===== config.mk =====
export PLATFORM = sky130hd
export DESIGN_NAME = lcdid_decoder
export DESIGN_NICKNAME = d
export VERILOG_FILES = /design/src/design/lcdid_pkg.sv /design/src/design/lcdid_decoder.sv
export SDC_FILE = /design/constraint.sdc
export NUM_CORES = 1
export LEC_CHECK = 0
export ABC_AREA = 1
export BUFFER_PORTS_ARGS = -buffer_cell sky130_fd_sc_hd__buf_2
export CORE_ASPECT_RATIO = 0.8
export CORE_UTILIZATION = 61
export DETAILED_ROUTE_END_ITERATION = 10
export PLACE_DENSITY = 0.83
export SLEW_MARGIN = 40
export SYNTH_ARGS = -nofsm -noshare
export SYNTH_HDL_FRONTEND = slang
export SYNTH_SLANG_ARGS = --single-unit

===== constraint.sdc =====
create_clock -name clk_i -period 3.4 [get_ports clk_i]
set_input_delay 0.17 -clock clk_i [delete_from_list [all_inputs] [get_ports clk_i]]
set_output_delay 0.17 -clock clk_i [all_outputs]
set_load 0.02 [all_outputs]

===== src/design/lcdid_pkg.sv =====
/*
  lcdid_pkg: constants, encodings and carrier types for the lcd instruction decoder.
  assumes: a single 50 MHz clock domain and an 8-bit instruction byte bus.
*/
package lcdid_pkg;
  localparam int unsigned CLK_HZ          = 50_000_000;
  localparam int unsigned BLINK_SLOW_MS   = 1000;
  localparam int unsigned BLINK_FAST_MS   = 500;
  localparam int unsigned BLINK_SLOW_CYC  = CLK_HZ / 1000 * BLINK_SLOW_MS;
  localparam int unsigned BLINK_FAST_CYC  = CLK_HZ / 1000 * BLINK_FAST_MS;
  localparam int unsigned BUSY_CYC        = 2;

  localparam logic [6:0] OPC_BIAS      = 7'h51;
  localparam logic [7:0] OPC_MR_SET    = 8'hE0;
  localparam logic [7:0] OPC_MR_CLR    = 8'hEE;
  localparam logic [7:0] OPC_RESET     = 8'hE2;
  localparam logic [7:0] OPC_NOP       = 8'hE3;
  localparam logic [3:0] OPC_SCAN      = 4'hC;
  localparam logic [4:0] OPC_POWER     = 5'h05;
  localparam logic [4:0] OPC_RATIO     = 5'h04;
  localparam logic [7:0] OPC_REFV      = 8'h81;
  localparam logic [6:0] OPC_IND       = 7'h56;
  localparam logic [6:0] OPC_ALLON     = 7'h52;
  localparam logic [6:0] OPC_DISP      = 7'h57;
  localparam logic [6:0] OPC_INVERT    = 7'h53;
  localparam logic [3:0] OPC_TEST1     = 4'hF;
  localparam logic [3:0] OPC_TEST2     = 4'h9;

  localparam logic [2:0] RATIO_RESET    = 3'h4;
  localparam logic [5:0] CONTRAST_RESET = 6'h20;

  // bias codes: 1/5 .. 1/9 denominator
  localparam logic [3:0] BIAS_5 = 4'h5;
  localparam logic [3:0] BIAS_6 = 4'h6;
  localparam logic [3:0] BIAS_7 = 4'h7;
  localparam logic [3:0] BIAS_8 = 4'h8;
  localparam logic [3:0] BIAS_9 = 4'h9;

  typedef enum logic [1:0] {LCDID_RUN, LCDID_SLEEP, LCDID_STANDBY} lcdid_pwr_type;
  typedef enum logic [1:0] {LCDID_IDLE, LCDID_WAIT_REFV, LCDID_WAIT_IND} lcdid_seq_type;

  typedef struct packed {
    logic converter_enable;
    logic regulator_enable;
    logic follower_enable;
  } lcdid_power_type;

  typedef struct packed {
    lcdid_pwr_type   pwr;
    lcdid_seq_type   seq;
    logic            busy;
    logic [1:0]      busy_cnt;
    logic            bias_sel;
    logic [3:0]      bias_den;
    logic            modify_read;
    logic [7:0]      column;
    logic [7:0]      column_saved;
    logic [3:0]      page;
    logic [5:0]      start_line;
    logic            common_scan_dir;
    lcdid_power_type power;
    logic [2:0]      reg_ratio;
    logic [5:0]      contrast;
    logic            indicator_mode_on;
    logic [1:0]      indicator_state;
    logic [25:0]     blink_cnt;
    logic            indicator_out;
    logic            test_mode;
    logic            display_on;
    logic            all_points_on;
    logic            invert_display;
    logic            osc_run;
    logic            drive_ground;
  } lcdid_state_type;
endpackage


===== src/design/lcdid_decoder.sv =====
/*
  lcdid_decoder: instruction decoder for the second half of an stn lcd controller command set.
  assumes: one byte strobe per cycle synchronous to clk_i, host polls busy_o before writes.
*/
`timescale 1ns/1ns

// Functional notes
// - bias bit with duty pins picks bias
// - modify-read: reads hold column, writes advance
// - capture column on entry, restore on exit
// - reset command restores line, column, page, scan
// - nibble 1100: bit3 sets common scan direction
// - power command stores converter/regulator/follower enables
// - ratio command loads regulator ratio, default 4
// - refv command: next byte is register update
// - refv byte bits 5..0 contrast, default 32
// - indicator command sets mode; when on, next byte register
// - indicator output off, 1s, 0.5s, steady
// - test codes cleared by hw reset or reset
// - all-on while display off enters power save
// - all-off leaves sleep or standby
// - sleep halts oscillator, power, drives ground; power enables still pass as stored here
// - standby halts power, duty drive; oscillator runs; power enables still pass as stored here
// - reset command in standby enters sleep
// - busy during operation or reset rejects bytes
// - all-points-on overrides ram and invert
module lcdid_decoder #(
  parameter int unsigned BLINK_SLOW = lcdid_pkg::BLINK_SLOW_CYC,
  parameter int unsigned BLINK_FAST = lcdid_pkg::BLINK_FAST_CYC
) (
  // clock and reset
  input  wire logic        clk_i,
  input  wire logic        reset_n_i,
  // host byte port
  input  wire logic        strobe_i,
  input  wire logic        cmd_data_select_i,
  input  wire logic        read_write_i,
  input  wire logic [7:0]  data_i,
  // duty straps
  input  wire logic        duty_sel_hi_i,
  input  wire logic        duty_sel_lo_i,
  // status
  output logic             busy_o,
  output logic             modify_read_o,
  output logic             test_mode_o,
  output logic [1:0]       power_save_o,
  // addresses
  output logic [7:0]       column_o,
  output logic [3:0]       page_o,
  output logic [5:0]       start_line_o,
  // drive configuration
  output logic [3:0]       bias_den_o,
  output logic             common_scan_dir_o,
  output logic             converter_enable_o,
  output logic             regulator_enable_o,
  output logic             follower_enable_o,
  output logic [2:0]       reg_ratio_o,
  output logic [5:0]       contrast_o,
  output logic             indicator_mode_on_o,
  output logic [1:0]       indicator_state_o,
  output logic             indicator_o,
  output logic             all_points_on_o,
  output logic             invert_display_o,
  output logic             display_on_o,
  output logic             osc_run_o,
  output logic             drive_ground_o
);
  lcdid_pkg::lcdid_state_type state, next_state;

  function automatic logic [3:0] bias_of(input logic hi, input logic lo, input logic b);
    logic [3:0] r;
    r = lcdid_pkg::BIAS_9;
    unique case ({hi, lo})
      2'b00: r = b ? lcdid_pkg::BIAS_5 : lcdid_pkg::BIAS_6;
      2'b01, 2'b10: r = b ? lcdid_pkg::BIAS_6 : lcdid_pkg::BIAS_8;
      2'b11: r = b ? lcdid_pkg::BIAS_7 : lcdid_pkg::BIAS_9;
    endcase
    return r;
  endfunction

  logic cmd_byte;
  logic data_wr;
  logic data_rd;
  logic [7:0] d;

  always_comb begin
    d        = data_i;
    cmd_byte = strobe_i && !state.busy && !cmd_data_select_i && !read_write_i;
    data_wr  = strobe_i && !state.busy && cmd_data_select_i && !read_write_i;
    data_rd  = strobe_i && !state.busy && cmd_data_select_i && read_write_i;
    next_state = state;
    if (state.busy_cnt != 2'h0) begin
      next_state.busy_cnt = state.busy_cnt - 2'h1;
    end
    next_state.busy = (next_state.busy_cnt != 2'h0);
    next_state.bias_den = bias_of(duty_sel_hi_i, duty_sel_lo_i, state.bias_sel);

    if (data_wr) begin
      next_state.column = state.column + 8'h01;
    end else if (data_rd && !state.modify_read) begin
      next_state.column = state.column + 8'h01;
    end

    if (cmd_byte) begin
      if (state.seq == lcdid_pkg::LCDID_WAIT_REFV) begin
        next_state.contrast = d[5:0];
        next_state.seq      = lcdid_pkg::LCDID_IDLE;
      end else if (state.seq == lcdid_pkg::LCDID_WAIT_IND) begin
        next_state.indicator_state = d[1:0];
        next_state.seq             = lcdid_pkg::LCDID_IDLE;
      end else if (d[7:1] == lcdid_pkg::OPC_BIAS) begin
        next_state.bias_sel = d[0];
      end else if (d == lcdid_pkg::OPC_MR_SET) begin
        next_state.modify_read  = 1'b1;
        next_state.column_saved = state.column;
      end else if (d == lcdid_pkg::OPC_MR_CLR) begin
        next_state.modify_read = 1'b0;
        next_state.column      = state.column_saved;
      end else if (d == lcdid_pkg::OPC_RESET) begin
        next_state.start_line      = 6'h00;
        next_state.column          = 8'h00;
        next_state.page            = 4'h0;
        next_state.common_scan_dir = 1'b0;
        next_state.test_mode       = 1'b0;
        next_state.busy_cnt        = 2'(lcdid_pkg::BUSY_CYC);
        next_state.busy            = 1'b1;
        if (state.pwr == lcdid_pkg::LCDID_STANDBY) begin
          next_state.pwr = lcdid_pkg::LCDID_SLEEP;
        end
      end else if (d == lcdid_pkg::OPC_NOP) begin
        next_state.seq = lcdid_pkg::LCDID_IDLE;
      end else if (d[7:4] == lcdid_pkg::OPC_SCAN) begin
        next_state.common_scan_dir = d[3];
      end else if (d[7:3] == lcdid_pkg::OPC_POWER) begin
        next_state.power = lcdid_pkg::lcdid_power_type'(d[2:0]);
      end else if (d[7:3] == lcdid_pkg::OPC_RATIO) begin
        next_state.reg_ratio = d[2:0];
      end else if (d == lcdid_pkg::OPC_REFV) begin
        next_state.seq = lcdid_pkg::LCDID_WAIT_REFV;
      end else if (d[7:1] == lcdid_pkg::OPC_IND) begin
        next_state.indicator_mode_on = d[0];
        if (d[0]) begin
          next_state.seq = lcdid_pkg::LCDID_WAIT_IND;
        end
      end else if (d[7:1] == lcdid_pkg::OPC_ALLON) begin
        next_state.all_points_on = d[0];
        if (d[0] && !state.display_on) begin
          next_state.pwr = state.indicator_mode_on ? lcdid_pkg::LCDID_STANDBY
                                                   : lcdid_pkg::LCDID_SLEEP;
        end else if (!d[0]) begin
          next_state.pwr = lcdid_pkg::LCDID_RUN;
        end
      end else if (d[7:1] == lcdid_pkg::OPC_DISP) begin
        next_state.display_on = d[0];
      end else if (d[7:1] == lcdid_pkg::OPC_INVERT) begin
        next_state.invert_display = d[0];
      end else if (d[7:4] == lcdid_pkg::OPC_TEST1 || d[7:4] == lcdid_pkg::OPC_TEST2) begin
        next_state.test_mode = 1'b1;
      end else if (d[7:6] == 2'b01) begin
        next_state.start_line = d[5:0];
      end else if (d[7:4] == 4'hB) begin
        next_state.page = d[3:0];
      end else if (d[7:4] == 4'h1) begin
        next_state.column = {d[3:0], state.column[3:0]};
      end else if (d[7:4] == 4'h0) begin
        next_state.column = {state.column[7:4], d[3:0]};
      end
    end

    // indicator blink; standby stops the static drive too, from the very edge it is entered
    if (next_state.pwr != lcdid_pkg::LCDID_RUN) begin
      next_state.blink_cnt     = 26'h000_0000;
      next_state.indicator_out = 1'b0;
    end else begin
      unique case (state.indicator_state)
        2'b00: begin
          next_state.indicator_out = 1'b0;
          next_state.blink_cnt     = 26'h000_0000;
        end
        2'b11: begin
          next_state.indicator_out = 1'b1;
          next_state.blink_cnt     = 26'h000_0000;
        end
        default: begin
          if ({6'h00, state.blink_cnt} >= (state.indicator_state == 2'b01 ?
              BLINK_SLOW / 2 - 1 : BLINK_FAST / 2 - 1)) begin
            next_state.blink_cnt     = 26'h000_0000;
            next_state.indicator_out = !state.indicator_out;
          end else begin
            next_state.blink_cnt = state.blink_cnt + 26'h000_0001;
          end
        end
      endcase
    end

    next_state.osc_run      = (next_state.pwr != lcdid_pkg::LCDID_SLEEP);
    next_state.drive_ground = (next_state.pwr != lcdid_pkg::LCDID_RUN);
  end

  always_ff @(posedge clk_i) begin
    if (!reset_n_i) begin
      state                   <= '0;
      state.pwr               <= lcdid_pkg::LCDID_RUN;
      state.seq               <= lcdid_pkg::LCDID_IDLE;
      state.busy              <= 1'b1;
      state.busy_cnt          <= 2'(lcdid_pkg::BUSY_CYC);
      // follows the straps at once so the first edge after reset shows no stale bias
      state.bias_den          <= bias_of(duty_sel_hi_i, duty_sel_lo_i, 1'b0);
      state.reg_ratio         <= lcdid_pkg::RATIO_RESET;
      state.contrast          <= lcdid_pkg::CONTRAST_RESET;
      state.osc_run           <= 1'b1;
    end else begin
      state <= next_state;
    end
  end

  // power outputs not gated while saving power: stored supply enables pass in every mode
  always_comb begin
    busy_o              = state.busy;
    modify_read_o       = state.modify_read;
    test_mode_o         = state.test_mode;
    power_save_o        = state.pwr;
    column_o            = state.column;
    page_o              = state.page;
    start_line_o        = state.start_line;
    bias_den_o          = state.bias_den;
    common_scan_dir_o   = state.common_scan_dir;
    converter_enable_o  = state.power.converter_enable;
    regulator_enable_o  = state.power.regulator_enable;
    follower_enable_o   = state.power.follower_enable;
    reg_ratio_o         = state.reg_ratio;
    contrast_o          = state.contrast;
    indicator_mode_on_o = state.indicator_mode_on;
    indicator_state_o   = state.indicator_state;
    indicator_o         = state.indicator_out;
    all_points_on_o     = state.all_points_on;
    invert_display_o    = state.invert_display && !state.all_points_on;
    display_on_o        = state.display_on;
    osc_run_o           = state.osc_run;
    drive_ground_o      = state.drive_ground;
  end
endmodule


# After elaboration in Yosys (flattened, before gate mapping)
# Index checks and enable logic that the tools add are counted.
# totals
regBits,88
latch_bits,0
ramBits,0
rom_bits,0
out_inout_bits,49
word_cells,269
mem_count,0
# classes
n_addsub,3
n_mul,0
div_mod_pow,0
magnitude_cmp,1
eq_ne,47
shifts,0
mux,126
bitwise,15
reduce_logical,49
# op_table
cell,n
8-bit 2-to-1 mux,21
34-bit 2-to-1 mux,3
10-bit 2-to-1 mux,9
4-bit 2-to-1 mux,21
80-bit 2-to-1 mux,1
27-bit one-hot mux with 2 select lines,1
17-bit 2-to-1 mux,3
2-bit 2-to-1 mux,22
43-bit 2-to-1 mux,1
8-bit equality test (second input constant),5
7-bit equality test (second input constant),5
16-bit AND reduction,2
27-bit 2-to-1 mux,1
26-bit by 1-bit adder with 26-bit output (second input constant),1
26-bit by 25-bit greater-or-equal comparator with 1-bit output,1
26-bit 2-to-1 mux,1
1-bit 2-to-1 mux,25
25-bit 2-to-1 mux,1
6-bit 2-to-1 mux,4
4-bit one-hot mux with 3 select lines,2
2-bit != test (second input constant),11
7-bit 2-to-1 mux,3
21-bit != test (second input constant),1
20-bit != test (second input constant),1
34 further kinds,95

# Logic depth before layout (Yosys ltp)
# depth
word_depth,29
ltp_mapped,14

# Least setup slack after synthesis
# No wires, ideal clock.
# synth_timing
path_kind,register to register
from,reg state (netlist bit indicator_state_o[1])
to,reg state[16] (netlist bit)
setup_ns,0.062
arrival_time_ns,2.084
required_time_ns,3.338
slack_ns,1.254
path_stages_with_launch,13
cell_sequence,dfxtp_1 > inv_1 > ha_1 > inv_1 > ha_1 > nand2_1 > inv_1 > a221oi_1 > nand2_1 > nor2_2 > nand4_4 > buf_12 > nor2_4
# synth_via
elab_chain_cells,5
# synth_rtl
item,line,text
from (decl),lcdid_decoder.sv:68,"lcdid_pkg::lcdid_state_type state, next_state;"
from (signal assigned),lcdid_decoder.sv:213,state <= next_state;
2-bit by 1-bit equality test with 1-bit output,lcdid_decoder.sv:185,"if ({6'h00, state.blink_cnt} >= (state.indicator_state == 2'b01 ?"
25-bit 2-to-1 mux,lcdid_decoder.sv:185,
26-bit by 25-bit greater-or-equal comparator with 1-bit output,lcdid_decoder.sv:185,
26-bit 2-to-1 mux,lcdid_decoder.sv:185,
27-bit one-hot mux with 2 select lines (*),lcdid_decoder.sv:175,unique case (state.indicator_state)
# Mark *: on every way between the ends. The rest lies on a longest branch, timed or not.
# A chain may end at the register's enable or synchronous reset.

# Final worst setup path
# layout_timing
from,reg state (netlist bit indicator_state_o[1])
to,reg state[10] (netlist bit)
# Same word-level chain as after synthesis.

==> results.md <==
- Most used cell, CP: inv_1
- Crit-path leading delay family: simple AND/OR/NAND/NOR gates
- Seq/Total Area, Yosys: 32.82%
- Largest net degree at the start of global routing: 36
- Setup violators final: 0
- Initial antenna violation count: 0
- Final instance area: 5710 sq um
- Area growth syn-to-layout: 6.387%
- RSZ-0062 raised after global routing: no
- Max Cap Viol: 0
- CP max stage delay: 0.39 ns
- Final Hold Viols: 0
- HP Class: in2reg
- Synthesized area: 5368 sq um
- First-pass GRT wire length: between 20000 and 25000 microns
- Starting Density: 63.00%
- Post-placement cell area: 5480 sq um
- Post-route DRC: 0
- Top_reg_cell synth: dfxtp_1
- PostCTS Resize Cnt: 0
- Cell chain of the critical path: inv_1, ha_1, inv_1, ha_1, nand2_1, inv_1, a221oi_1, nand2_1, nor2_2, nand4_4, buf_12, nor2_4
- Nets: ~790
- Routed Antenna Nets: 0
- Core area: around 8500 sq um
- Clk buf depth: 2
- Normalized max-slew margin: 53.25%
- N_diodes: 0
- Critical path type: reg2reg
- Synth top area share: 32.82%
- WL final: approximately 13000 microns
- Fin crit share: 83.14%
- CTS tree: built
- Crit path max fanout: 13
- Mean Syn Cell Area: 7.353 sq um
- Detail Placement HPWL: 9890 microns
- Synth top area cells: dfxtp_1 33%, nand2_1 9.5%, inv_1 5.4%, nor2_1 5.4%, a21oi_1 5.2%
- Synth async-reset ratio: 0%
- VDD IR max: between 0.2 and 0.3 mV
- Startpoint types: register
- Post-CTS setup buffers: 0
- Chip height: 85.90 microns
- Worst skew pair latency: 0.36 ns
- CTS sink cnt: 88
- Synth Instances: 730
- IO buf count: 63
- CP bufs+invs: 4
- Worst Setup End Kind: register
- DRT iter0 DRCs: 409
- Via count: 4796
- Fmax: 353.8 MHz
- Root buf cell: clkbuf_8
- Hold-fix buffers, CTS: 0
- Slew @ Worst Pin: approximately 0.7 ns
- GRT Resource Usage Total: roughly 30%
- CTS buffer count: 9
- Routability cong.: 0.9561
- #FFs+latches synth: 88
- Clk slew on worst S/H paths: around 0.090 ns
- Post-synth EDFFs: 0
- Die Span X: approximately 110 microns
- Core Util, Final: 67.02%
- Largest area contributor in the netlist: dfxtp_1
- PnR worst setup slack: 0.5734 ns
- Final Max Slew Viols: 0
- Fin crit period: 2.827 ns
- Final TNS setup: 0 ns
- DIE AREA: 9181 sq um
- GR Overflow Total: 0
- Yosys warns: 0
- Row Count: 30
- Library cells used by synthesis: 46
- Crit path required time: 3.70 ns
- Outcome: finished, final reports clean
- Static Leak: around 2.5 nW
- PwrDens: 354.4 nW/um^2
- Most common cell in the netlist: nand2_1
- Number of global-route vias before repair: 4232
- DR WL/cell: 14.85 microns
- H-Tree Depth: 3
- Worst slack, placed: 0.6128 ns
- Post-DR vias/cell: 5.494
- Top post-synthesis cells by count: 136 x nand2_1, 88 x dfxtp_1, 77 x inv_1, 77 x nor2_1, 56 x a21oi_1
- Layout cells sized above 1: roughly 19%
- Synthesized Nets: ~760
- Critical path arrival: ~3.1 ns
- Slowest-stage cell, CP: nand4_4
- DR pass1 iterations: 5
- Final setup skew: 0.01172 ns
- # IOs: 64
## metal layers
metal	vias to the layer above	global-route usage (%)	routed length [microns]	part of all wire (%)
li1	2392	-	-	-
met1	2175	46.03	6417	50
met2	214	41.11	5253	41
met3	15	5.471	1145	8.8
met4	0	7.347	144	1.1
met5	-	0	0	0
## through the flow
| stage | std cells | hold slack, ns | total power [W] |
|---|---|---|---|
| after floorplan | 730 | 0.3004 | 0.001178 |
| after global placement | 857 | 0.4063 | 0.001210 |
| after detailed placement | 857 | 0.4127 | 0.001213 |
| after CTS | 873 | 0.1669 | 0.002033 |
| after global routing | 873 | 0.2125 | 0.002095 |
| final | 873 | 0.1869 | 0.002024 |
## worst register-to-register path: cells and delay by family (launching register included)
family          cells  cell delay (ns)
buf+inv             4             0.65
flops               1             0.34
fa+ha+maj           2             0.60
simple gates        5             0.85
compound gates      1             0.32
## cells in the final DEF (no fill, tap or decap), types with 2 or more instances in the layout
cell type,instances
a211oi_1,4
a21oi_1,56
a311oi_1,2
a31oi_1,2
buf_2,63
buf_4,2
bufinv_16,2
clkbuf_8,10
clkinv_2,2
dfxtp_1,88
ha_1,18
inv_1,77
inv_2,8
inv_6,2
nand2_1,136
nand2_2,6
nand2_4,9
nand3_1,35
nand3_2,3
nand3_4,3
nand4_1,18
nor2_1,76
nor2_2,5
nor2_4,23
nor2_8,3
nor3_1,18
nor4_1,5
o211ai_1,3
o21a_1,3
o21ai_0,39
o21bai_1,2
xnor2_1,7
xor2_1,16
## final timing paths
path                                startpoint                    endpoint  slack, ns  cells after the start
min                                  data_i[5]  contrast_o[5]$_SDFFE_PN1P_       0.19                      3
min reg2reg               state[81]$_SDFF_PN0_        state[81]$_SDFF_PN0_       0.43                      1
max reg2reg  indicator_state_o[1]$_SDFFE_PN0P_        state[10]$_SDFF_PP0_       0.57                     12
max          indicator_state_o[1]$_SDFFE_PN0P_        state[10]$_SDFF_PP0_       0.57                     12
## cell families after synthesis
| logic type | after synthesis | share of synthesized area, % |
|---|---|---|
| compound gates | 113 | 11.40 |
| fa+ha+maj | 18 | 4.196 |
| flops | 88 | 32.82 |
| simple gates | 348 | 34.41 |
| buf+inv | 140 | 13.43 |
| xor+xnor | 23 | 3.753 |
## layout make-up
class                           count  area, sq um
Clock inverter                      6        90.09
Tap cell                          112        140.1
Multi-Input combinational cell    502         2888
Clock buffer                       10        137.6
Timing Repair Buffer               66        350.3
Fill cell                         728         2810
Sequential cell                    88         1762
Inverter                           89        342.8
## registers in the layout (all words and copies together), names as in the netlist, 2 cells and up
signal	count
bias_den_o	4
column_o	8
contrast_o	6
indicator_state_o	2
page_o	4
power_save_o	2
reg_ratio_o	3
start_line_o	6
state	40
## report_power, final
group	total [W]	switching, W	leakage [nW]	internal (W)
Clock	0.000831	0.000393	0.113	0.000438
Combinational	0.000148	0.000106	1.66	0.0000420
Sequential	0.00105	0.00000619	0.711	0.00104
(Power assumes the default switching activity.)
